[src/rtl/rct_regs.svh]
// Register offsets, field positions, reset values and timing counts of the timer
`ifndef RCT_REGS_SVH
`define RCT_REGS_SVH

// ==========================================================
// Register byte offsets
`define RCT_OFS_CTRL 8'h00
`define RCT_OFS_CLK 8'h04
`define RCT_OFS_RLD_LO 8'h08
`define RCT_OFS_RLD_HI 8'h0C
`define RCT_OFS_CNT_LO 8'h10
`define RCT_OFS_CNT_HI 8'h14

// ==========================================================
// Control register fields
`define RCT_CTL_HFLAG 7
`define RCT_CTL_LFLAG 6
`define RCT_CTL_LIRQEN 5
`define RCT_CTL_CAPEN 4
`define RCT_CTL_SPLIT 3
`define RCT_CTL_RUN 2
`define RCT_CTL_XCLK_HI 1
`define RCT_CTL_XCLK_LO 0

// ==========================================================
// Clock control register fields
`define RCT_CLK_LSEL 0
`define RCT_CLK_HSEL 1
`define RCT_CLK_IRQEN 2

// ==========================================================
// Reset values and the full count byte value
`define RCT_CTRL_RST 8'h00
`define RCT_CLK_RST 3'h0
`define RCT_BYTE_RST 8'h00
`define RCT_BYTE_MAX 8'hFF

// ==========================================================
// Timing: system clock divided by 12
`define RCT_DIV12_LAST 4'hB
`define RCT_DIV12_RST 4'h0

`endif

[src/rtl/rct_pkg.sv]
// Types shared by the reload and capture timer
package rct_pkg;

    // ==========================================================
    // External clock selection codes
    typedef enum logic [1:0] {
        RCT_SRC_DIV12 = 2'b00,
        RCT_SRC_RTC8 = 2'b01,
        RCT_SRC_RSVD = 2'b10,
        RCT_SRC_CMP = 2'b11
    } rct_src_t;

    typedef logic [7:0] rct_byte_t;
    typedef logic [31:0] rct_word_t;
    typedef logic [7:0] rct_addr_t;

endpackage

[src/rtl/rct_timer.sv]
// Reload and capture timer: 16-bit or dual 8-bit auto-reload counter with APB slave
//
// The APB interface to the registers and the register addresses were chosen for this implementation.
`timescale 1ns/10ps
`include "rct_regs.svh"

module rct_timer (
    input wire logic mclk,
    input wire logic nrst,
    input wire logic psel,
    input wire logic penable,
    input wire logic pwrite,
    input wire rct_pkg::rct_addr_t paddr,
    input wire rct_pkg::rct_word_t pwdata,
    output rct_pkg::rct_word_t prdata,
    output logic pready,
    output logic pslverr,
    input wire logic rtc_div8,
    input wire logic cmp_out,
    output logic irq
);
    import rct_pkg::*;

    // ==========================================================
    // Source selection, shared by both bytes
    function automatic logic src_tick(
        input logic sys_sel,
        input rct_src_t xsel,
        input logic t12,
        input logic trtc,
        input logic tcmp
    );
        logic t;
        t = 1'b0;
        if (sys_sel) begin
            t = 1'b1;
        end else begin
            case (xsel)
                RCT_SRC_DIV12: t = t12;
                RCT_SRC_RTC8: t = trtc;
                RCT_SRC_CMP: t = tcmp;
                default: t = 1'b0;
            endcase
        end
        return t;
    endfunction

    // ==========================================================
    // Registers
    logic hflag_q;
    logic hflag_d;
    logic lflag_q;
    logic lflag_d;
    logic lirq_en_q;
    logic cap_en_q;
    logic split_q;
    logic run_q;
    rct_src_t xclk_q;
    logic lsel_q;
    logic hsel_q;
    logic irq_en_q;
    rct_byte_t rld_lo_q;
    rct_byte_t rld_lo_d;
    rct_byte_t rld_hi_q;
    rct_byte_t rld_hi_d;
    rct_byte_t cnt_lo_q;
    rct_byte_t cnt_lo_d;
    rct_byte_t cnt_hi_q;
    rct_byte_t cnt_hi_d;
    logic [3:0] div12_q;
    logic rtc_s1_q;
    logic rtc_s2_q;
    logic rtc_s3_q;
    logic cmp_s1_q;
    logic cmp_s2_q;
    logic cmp_s3_q;

    // ==========================================================
    // APB decode
    wire logic wr_acc = psel & penable & pwrite;
    wire logic hit_ctrl = paddr == `RCT_OFS_CTRL;
    wire logic hit_clk = paddr == `RCT_OFS_CLK;
    wire logic hit_rlo = paddr == `RCT_OFS_RLD_LO;
    wire logic hit_rhi = paddr == `RCT_OFS_RLD_HI;
    wire logic hit_clo = paddr == `RCT_OFS_CNT_LO;
    wire logic hit_chi = paddr == `RCT_OFS_CNT_HI;
    wire logic hit_any = hit_ctrl | hit_clk | hit_rlo | hit_rhi | hit_clo | hit_chi;
    wire logic wr_ctrl = wr_acc & hit_ctrl;
    wire logic wr_clk = wr_acc & hit_clk;
    wire logic wr_rlo = wr_acc & hit_rlo;
    wire logic wr_rhi = wr_acc & hit_rhi;
    wire logic wr_clo = wr_acc & hit_clo;
    wire logic wr_chi = wr_acc & hit_chi;

    // Zero wait states; unmapped addresses answer with an error
    assign pready = 1'b1;
    assign pslverr = psel & penable & ~hit_any;

    wire rct_byte_t ctrl_rd = {hflag_q, lflag_q, lirq_en_q, cap_en_q,
                               split_q, run_q, xclk_q};
    wire rct_byte_t clk_rd = {5'h00, irq_en_q, hsel_q, lsel_q};

    assign prdata = hit_ctrl ? {24'h000000, ctrl_rd} :
                    hit_clk ? {24'h000000, clk_rd} :
                    hit_rlo ? {24'h000000, rld_lo_q} :
                    hit_rhi ? {24'h000000, rld_hi_q} :
                    hit_clo ? {24'h000000, cnt_lo_q} :
                    hit_chi ? {24'h000000, cnt_hi_q} :
                    32'h00000000;

    // ==========================================================
    // Tick sources
    wire logic div12_tick = div12_q == `RCT_DIV12_LAST;
    // Only the second and third stages feed the edge detectors
    wire logic rtc_tick = rtc_s2_q & ~rtc_s3_q;
    wire logic cmp_tick = cmp_s2_q & ~cmp_s3_q;

    wire logic lo_src = src_tick(lsel_q, xclk_q, div12_tick, rtc_tick, cmp_tick);
    wire logic hi_src = src_tick(hsel_q, xclk_q, div12_tick, rtc_tick, cmp_tick);

    // ==========================================================
    // Count steps
    // 16-bit mode is paced by the low byte select and gated by run
    wire logic step16 = ~split_q & run_q & lo_src;
    wire logic step_lo = split_q ? lo_src : step16;
    wire logic step_hi = split_q & run_q & hi_src;

    wire logic lo_full = cnt_lo_q == `RCT_BYTE_MAX;
    wire logic hi_full = cnt_hi_q == `RCT_BYTE_MAX;
    wire logic lo_wrap = step_lo & lo_full;
    wire logic ovf16 = step16 & lo_full & hi_full;
    wire logic hi_wrap = step_hi & hi_full;

    // Capture event: bit 1 of the external select picks the source
    wire logic cap_src = xclk_q[1] ? cmp_tick : rtc_tick;
    wire logic cap_evt = cap_en_q & cap_src;

    wire logic set_h = ovf16 | hi_wrap | cap_evt;
    wire logic set_l = lo_wrap;

    // ==========================================================
    // Next-state logic
    always_comb begin
        cnt_lo_d = cnt_lo_q;
        cnt_hi_d = cnt_hi_q;
        if (split_q) begin
            if (step_lo) begin
                cnt_lo_d = lo_full ? rld_lo_q : cnt_lo_q + 8'h01;
            end
            if (step_hi) begin
                cnt_hi_d = hi_full ? rld_hi_q : cnt_hi_q + 8'h01;
            end
        end else if (step16) begin
            if (ovf16) begin
                cnt_lo_d = rld_lo_q;
                cnt_hi_d = rld_hi_q;
            end else begin
                {cnt_hi_d, cnt_lo_d} = {cnt_hi_q, cnt_lo_q} + 16'h0001;
            end
        end
        // Software writes to a count byte override that cycle's step
        if (wr_clo) begin
            cnt_lo_d = pwdata[7:0];
        end
        if (wr_chi) begin
            cnt_hi_d = pwdata[7:0];
        end
    end

    always_comb begin
        rld_lo_d = rld_lo_q;
        rld_hi_d = rld_hi_q;
        if (wr_rlo) begin
            rld_lo_d = pwdata[7:0];
        end
        if (wr_rhi) begin
            rld_hi_d = pwdata[7:0];
        end
        // Capture wins over a software write in the same cycle
        if (cap_evt) begin
            rld_lo_d = cnt_lo_q;
            rld_hi_d = cnt_hi_q;
        end
    end

    // Flags: hardware set beats a software clear in the same cycle
    always_comb begin
        hflag_d = hflag_q;
        lflag_d = lflag_q;
        if (wr_ctrl) begin
            hflag_d = pwdata[`RCT_CTL_HFLAG];
            lflag_d = pwdata[`RCT_CTL_LFLAG];
        end
        if (set_h) begin
            hflag_d = 1'b1;
        end
        if (set_l) begin
            lflag_d = 1'b1;
        end
    end

    // ==========================================================
    // Interrupt request: level, held while an enabled flag is set
    // Software must inspect both flags to tell the source apart
    assign irq = irq_en_q & (hflag_q | (lirq_en_q & lflag_q));

    // ==========================================================
    // Control state
    always_ff @(posedge mclk or negedge nrst) begin
        if (!nrst) begin
            lirq_en_q <= 1'b0;
            cap_en_q <= 1'b0;
            split_q <= 1'b0;
            run_q <= 1'b0;
            xclk_q <= RCT_SRC_DIV12;
        end else if (wr_ctrl) begin
            lirq_en_q <= pwdata[`RCT_CTL_LIRQEN];
            cap_en_q <= pwdata[`RCT_CTL_CAPEN];
            split_q <= pwdata[`RCT_CTL_SPLIT];
            run_q <= pwdata[`RCT_CTL_RUN];
            xclk_q <= rct_src_t'(pwdata[`RCT_CTL_XCLK_HI:`RCT_CTL_XCLK_LO]);
        end
    end

    always_ff @(posedge mclk or negedge nrst) begin
        if (!nrst) begin
            {irq_en_q, hsel_q, lsel_q} <= `RCT_CLK_RST;
        end else if (wr_clk) begin
            lsel_q <= pwdata[`RCT_CLK_LSEL];
            hsel_q <= pwdata[`RCT_CLK_HSEL];
            irq_en_q <= pwdata[`RCT_CLK_IRQEN];
        end
    end

    always_ff @(posedge mclk or negedge nrst) begin
        if (!nrst) begin
            hflag_q <= 1'b0;
            lflag_q <= 1'b0;
        end else begin
            hflag_q <= hflag_d;
            lflag_q <= lflag_d;
        end
    end

    // ==========================================================
    // Count and reload bytes
    always_ff @(posedge mclk or negedge nrst) begin
        if (!nrst) begin
            cnt_lo_q <= `RCT_BYTE_RST;
            cnt_hi_q <= `RCT_BYTE_RST;
        end else begin
            cnt_lo_q <= cnt_lo_d;
            cnt_hi_q <= cnt_hi_d;
        end
    end

    always_ff @(posedge mclk or negedge nrst) begin
        if (!nrst) begin
            rld_lo_q <= `RCT_BYTE_RST;
            rld_hi_q <= `RCT_BYTE_RST;
        end else begin
            rld_lo_q <= rld_lo_d;
            rld_hi_q <= rld_hi_d;
        end
    end

    // ==========================================================
    // System clock divided by 12, free running
    always_ff @(posedge mclk or negedge nrst) begin
        if (!nrst) begin
            div12_q <= `RCT_DIV12_RST;
        end else if (div12_tick) begin
            div12_q <= `RCT_DIV12_RST;
        end else begin
            div12_q <= div12_q + 4'h1;
        end
    end

    // ==========================================================
    // Synchronisers; the third stage only remembers the last level
    always_ff @(posedge mclk or negedge nrst) begin
        if (!nrst) begin
            rtc_s1_q <= 1'b0;
            rtc_s2_q <= 1'b0;
            rtc_s3_q <= 1'b0;
        end else begin
            rtc_s1_q <= rtc_div8;
            rtc_s2_q <= rtc_s1_q;
            rtc_s3_q <= rtc_s2_q;
        end
    end

    always_ff @(posedge mclk or negedge nrst) begin
        if (!nrst) begin
            cmp_s1_q <= 1'b0;
            cmp_s2_q <= 1'b0;
            cmp_s3_q <= 1'b0;
        end else begin
            cmp_s1_q <= cmp_out;
            cmp_s2_q <= cmp_s1_q;
            cmp_s3_q <= cmp_s2_q;
        end
    end

endmodule // rct_timer

[config.mk]
export PLATFORM = sky130hd
export DESIGN_NAME = rct_timer
export DESIGN_NICKNAME = d
export VERILOG_FILES = /design/src/rtl/rct_pkg.sv /design/src/rtl/rct_timer.sv
export VERILOG_INCLUDE_DIRS = /design/src /design/src/rtl
export SDC_FILE = /design/constraint.sdc
export NUM_CORES = 1
export LEC_CHECK = 0
export ABC_AREA = 0
export BUFFER_PORTS_ARGS = -buffer_cell sky130_fd_sc_hd__buf_4
export CAP_MARGIN = 10
export CORE_UTILIZATION = 39
export CTS_BUF_LIST = sky130_fd_sc_hd__clkbuf_4 sky130_fd_sc_hd__clkbuf_8 sky130_fd_sc_hd__clkbuf_16
export CTS_CLUSTER_SIZE = 30
export DETAILED_ROUTE_END_ITERATION = 6
export SLEW_MARGIN = 0
export SYNTH_ARGS = -nofsm -noshare
export SYNTH_HDL_FRONTEND = slang
export SYNTH_SLANG_ARGS = --single-unit
[constraint.sdc]
create_clock -name mclk -period 3.2 [get_ports mclk]
set_input_delay 0.64 -clock mclk [delete_from_list [all_inputs] [get_ports mclk]]
set_output_delay 0.64 -clock mclk [all_outputs]
set_load 0.005 [all_outputs]
==> flow_metrics.py <==
metrics = {
    "floorplanning": {
        "core_um2": 9420,
        "io_pins": 82,
        "die_y_um": 102,
        "rows": 35,
        "start_util": 0.410,
        "die_w_um": 102,
        "die_area_um2": 10300,
    },
    "worst_setup_path": {
        "crit_path_max_fanout": 4,
        "crit_arrival_ns": 2.44,
        "start_kind": "primary input",
        "crit_path_end_kind": "output pin",
        "cp.required_ns": 2.56,
        "critical_path_class": "in2out",
    },
    "sta": {
        "final-setup-viol-count": 0,
        "finalSetupTns_ns": 0,
        "period_needed_ns": 3.08,
        "hold_viol_final": 0,
        "worst_pin_slew_ns": 0.849,
        "drv_slew": 0,
        "slew_headroom": 0.429,
        "finalCritPeriodShare": 0.962,
        "fin_worst_skew_ns": 0.0103,
        "fmax_ghz": 0.325,
        "rsz0062_at_grt": "false",
    },
    "clock_network": {
        "cts_tree": "done",
        "clock_latency_ns": 0.32,
        "cts_setup_buffers": 0,
        "htree_levels": 2,
        "clk_path_buf_depth": 2,
        "cts_buffers": 5,
        "clkSinkCount": 53,
        "path_clk_slew_ns": 0.10,
        "cts_hold_buf": 0,
        "post_cts_resize_count": 1,
        "root_buffer": "clkbuf_8",
    },
    "final_layout": {
        "drive_gt1_frac": 0.194,
        "syn2layout_area_growth_pct": 13.1,
        "mostFrequentLayoutCell": "buf_4",
        "nFillCells": 957,
        "fin_nets": 529,
        "num_antenna_cells": 0,
        "stdcell_count": 609,
        "final_cell_mix": "55 x buf_4, 53 x dfrtp_1, 50 x nand2_1",
    },
    "power": {
        "p_sw_w": 0.000399,
        "intPower_w": 0.00104,
        "clockPowerShare": 0.354,
        "switching_share": 0.278,
        "combPwrFrac": 0.123,
        "leakage_nw": 1.80,
        "ir_worst_vdd_v": 0.000255,
        "p_seq_frac": 0.523,
        "powerDensity_nw_per_um2": 329,
    },
    "logic_synthesis": {
        "synth_mux_area_frac": 0.103,
        "yosys.area_share.simple": 0.210,
        "synthAdderAreaFrac": 0.00972,
        "synth_top_family_by_area": "compound AO/OA/AOI/OAI gates",
        "synth_compound_area_frac": 0.213,
        "synthArstFlopShare": 1.00,
        "yosysWarnings": 0,
        "synth_edf_count": 0,
        "synth-xor-area-share": 0.0272,
        "yosys_register_bits": 53,
        "netlist_area_um2": 3860,
        "yosysSeqAreaShare": 0.343,
        "synth_top_flop_cell": "dfrtp_1",
        "synth_cell_types": 67,
        "synthCells": 450,
        "avgSynthCellArea_um2": 8.58,
    },
    "global_routing": {
        "grt_pass1_vias": 3251,
        "grt_start_max_net_pins": 54,
        "grt_pass1_wl_um": 18300,
        "track_usage": 0.234,
        "antenna_found_initial": 0,
        "grt_overflow": 0,
    },
    "place": {
        "dp_cells": 601,
        "gp_congestion": 0.922,
        "port_buffers": 32,
        "dp_hpwl_um": 8430,
    },
    "route": {
        "wl_per_cell_um": 19.1,
        "drt_iter0_drc": 358,
        "wirelength_um": 11600,
        "viasPerCell": 5.97,
        "drtAntennaViolNets": 0,
        "firstDrtPassIters": 5,
        "remaining_drc_errors": 0,
        "via_count": 3637,
    },
    "outcome": {
        "status": "complete, no violations",
    },
    "hold_path": {
        "holdCritPathClass": "in2async",
    },
    "job": {
        "max-cap-violations": 0,
    },
}
[state kept, by name (all words and copies together) (netlist names)]
signal / count
cmp_s3_q: 1
run_q: 1
cap_en_q: 1
rtc_s2_q: 1
cnt_hi_q: 8
split_q: 1
cmp_s2_q: 1
lirq_en_q: 1
irq_en_q: 1
div12_q: 4
hsel_q: 1
rtc_s1_q: 1
cmp_s1_q: 1
xclk_q: 2
rld_hi_q: 8
cnt_lo_q: 8
lflag_q: 1
rld_lo_q: 8
rtc_s3_q: 1
hflag_q: 1
lsel_q: 1
[Yosys cell counts (3+ instances only)]
master,count,share of area
dfrtp_1,53,0.34
nand2_1,50,0.049
o21ai_0,38,0.049
buf_4,25,0.049
a21oi_1,24,0.031
clkbuf_1,24,0.023
mux2i_1,23,0.060
nor2_1,19,0.018
mux2_2,12,0.035
nor3_1,12,0.016
o22ai_1,11,0.018
inv_1,10,0.0097
nand3_1,9,0.012
nand4_1,9,0.015
a22oi_1,8,0.016
a31oi_1,8,0.013
xor2_1,8,0.018
o211ai_1,7,0.014
nor2b_1,6,0.0097
nor4_1,6,0.0097
buf_2,5,0.0065
or3_1,5,0.0081
nand2b_1,4,0.0065
o2111ai_1,4,0.0091
o31ai_1,4,0.0078
xnor2_1,4,0.0091
and2_1,3,0.0049
and4_1,3,0.0068
ha_1,3,0.0097
nor3b_1,3,0.0058
or4_1,3,0.0058
[kinds of logic after synthesis]
logic type | after synthesis
and+or+nand+nor | 148
AOI/OAI and AO/OA | 128
buffers and inverters | 67
DFF | 53
muxes | 37
xor gates and xnor gates | 12
adders and majority gates | 3
other | 2
[critical path, cell delays in order]
cell and delay [ns]:
buf_4 0.11, or4_4 0.57, buf_4 0.17, nor4_2 0.32
a311o_1 0.20, o21ai_0 0.09, a21oi_1 0.19, buf_4 0.14
[metrics by stage]
stage / setup slack, ns / instance area, um2 / hold slack [ns] / total power (W) / utilization
3_3_place_gp: 0.00734 / 4220 / 0.337 / 0.000933 / 0.449
5_1_grt: 0.0544 / 4370 / 0.370 / 0.00150 / 0.464
3_5_place_dp: 0.000769 / 4220 / 0.340 / 0.000938 / 0.449
2_1_floorplan: 0.379 / 3950 / 0.331 / 0.000868 / -
6_report: 0.123 / 4370 / 0.340 / 0.00144 / 0.464
4_1_cts: 0.0360 / 4350 / 0.366 / 0.00144 / 0.462
[power groups by stage]
stage / combinational (W) / sequential, W / clock (W)
floorplan: 0.000128 / 0.000740 / 0
global placement: 0.000170 / 0.000763 / 0
detailed placement: 0.000174 / 0.000764 / 0
CTS: 0.000175 / 0.000751 / 0.000517
global route: 0.000199 / 0.000757 / 0.000540
finish: 0.000177 / 0.000752 / 0.000509
[cell type report]
cell class              instances  area (um2)  share of cell area
clock inverters                 2        41.3             0.00945
multi-input cells             353        2300               0.527
well taps                     129         161              0.0370
clock buffers                   6        82.6              0.0189
inverters                      11        41.3             0.00945
repair buffers                 55         413              0.0945
flip-flops and latches         53        1330               0.304
[path summary, 6_finish.rpt]
kind,depth (start not counted),start,end,slack [ns]
setup / recovery,8,paddr[0],prdata[4],0.12
hold / removal,1,nrst,rld_lo_q[1]$_DFFE_PN0P_,0.34
setup reg to reg,6,cnt_hi_q[0]$_DFFE_PN0P_,cnt_hi_q[6]$_DFFE_PN0P_,0.36
hold reg to reg,0,rtc_s1_q$_DFF_PN0_,rtc_s2_q$_DFF_PN0_,0.36
max in group asynchronous,1,nrst,cnt_hi_q[6]$_DFFE_PN0P_,2.38
min in group mclk,0,rtc_s1_q$_DFF_PN0_,rtc_s2_q$_DFF_PN0_,0.36
[layer usage]
layer	GRT usage	vias up	routed length (um)	part of all wire
met3	0.0297	15	835	0.072
met1	0.347	1776	5430	0.47
li1	-	1675	-	-
met4	0.0546	0	134	0.012
met2	0.362	171	5210	0.45
met5	0	-	0	0
Note: power is estimated with default switching activity, not from simulation.
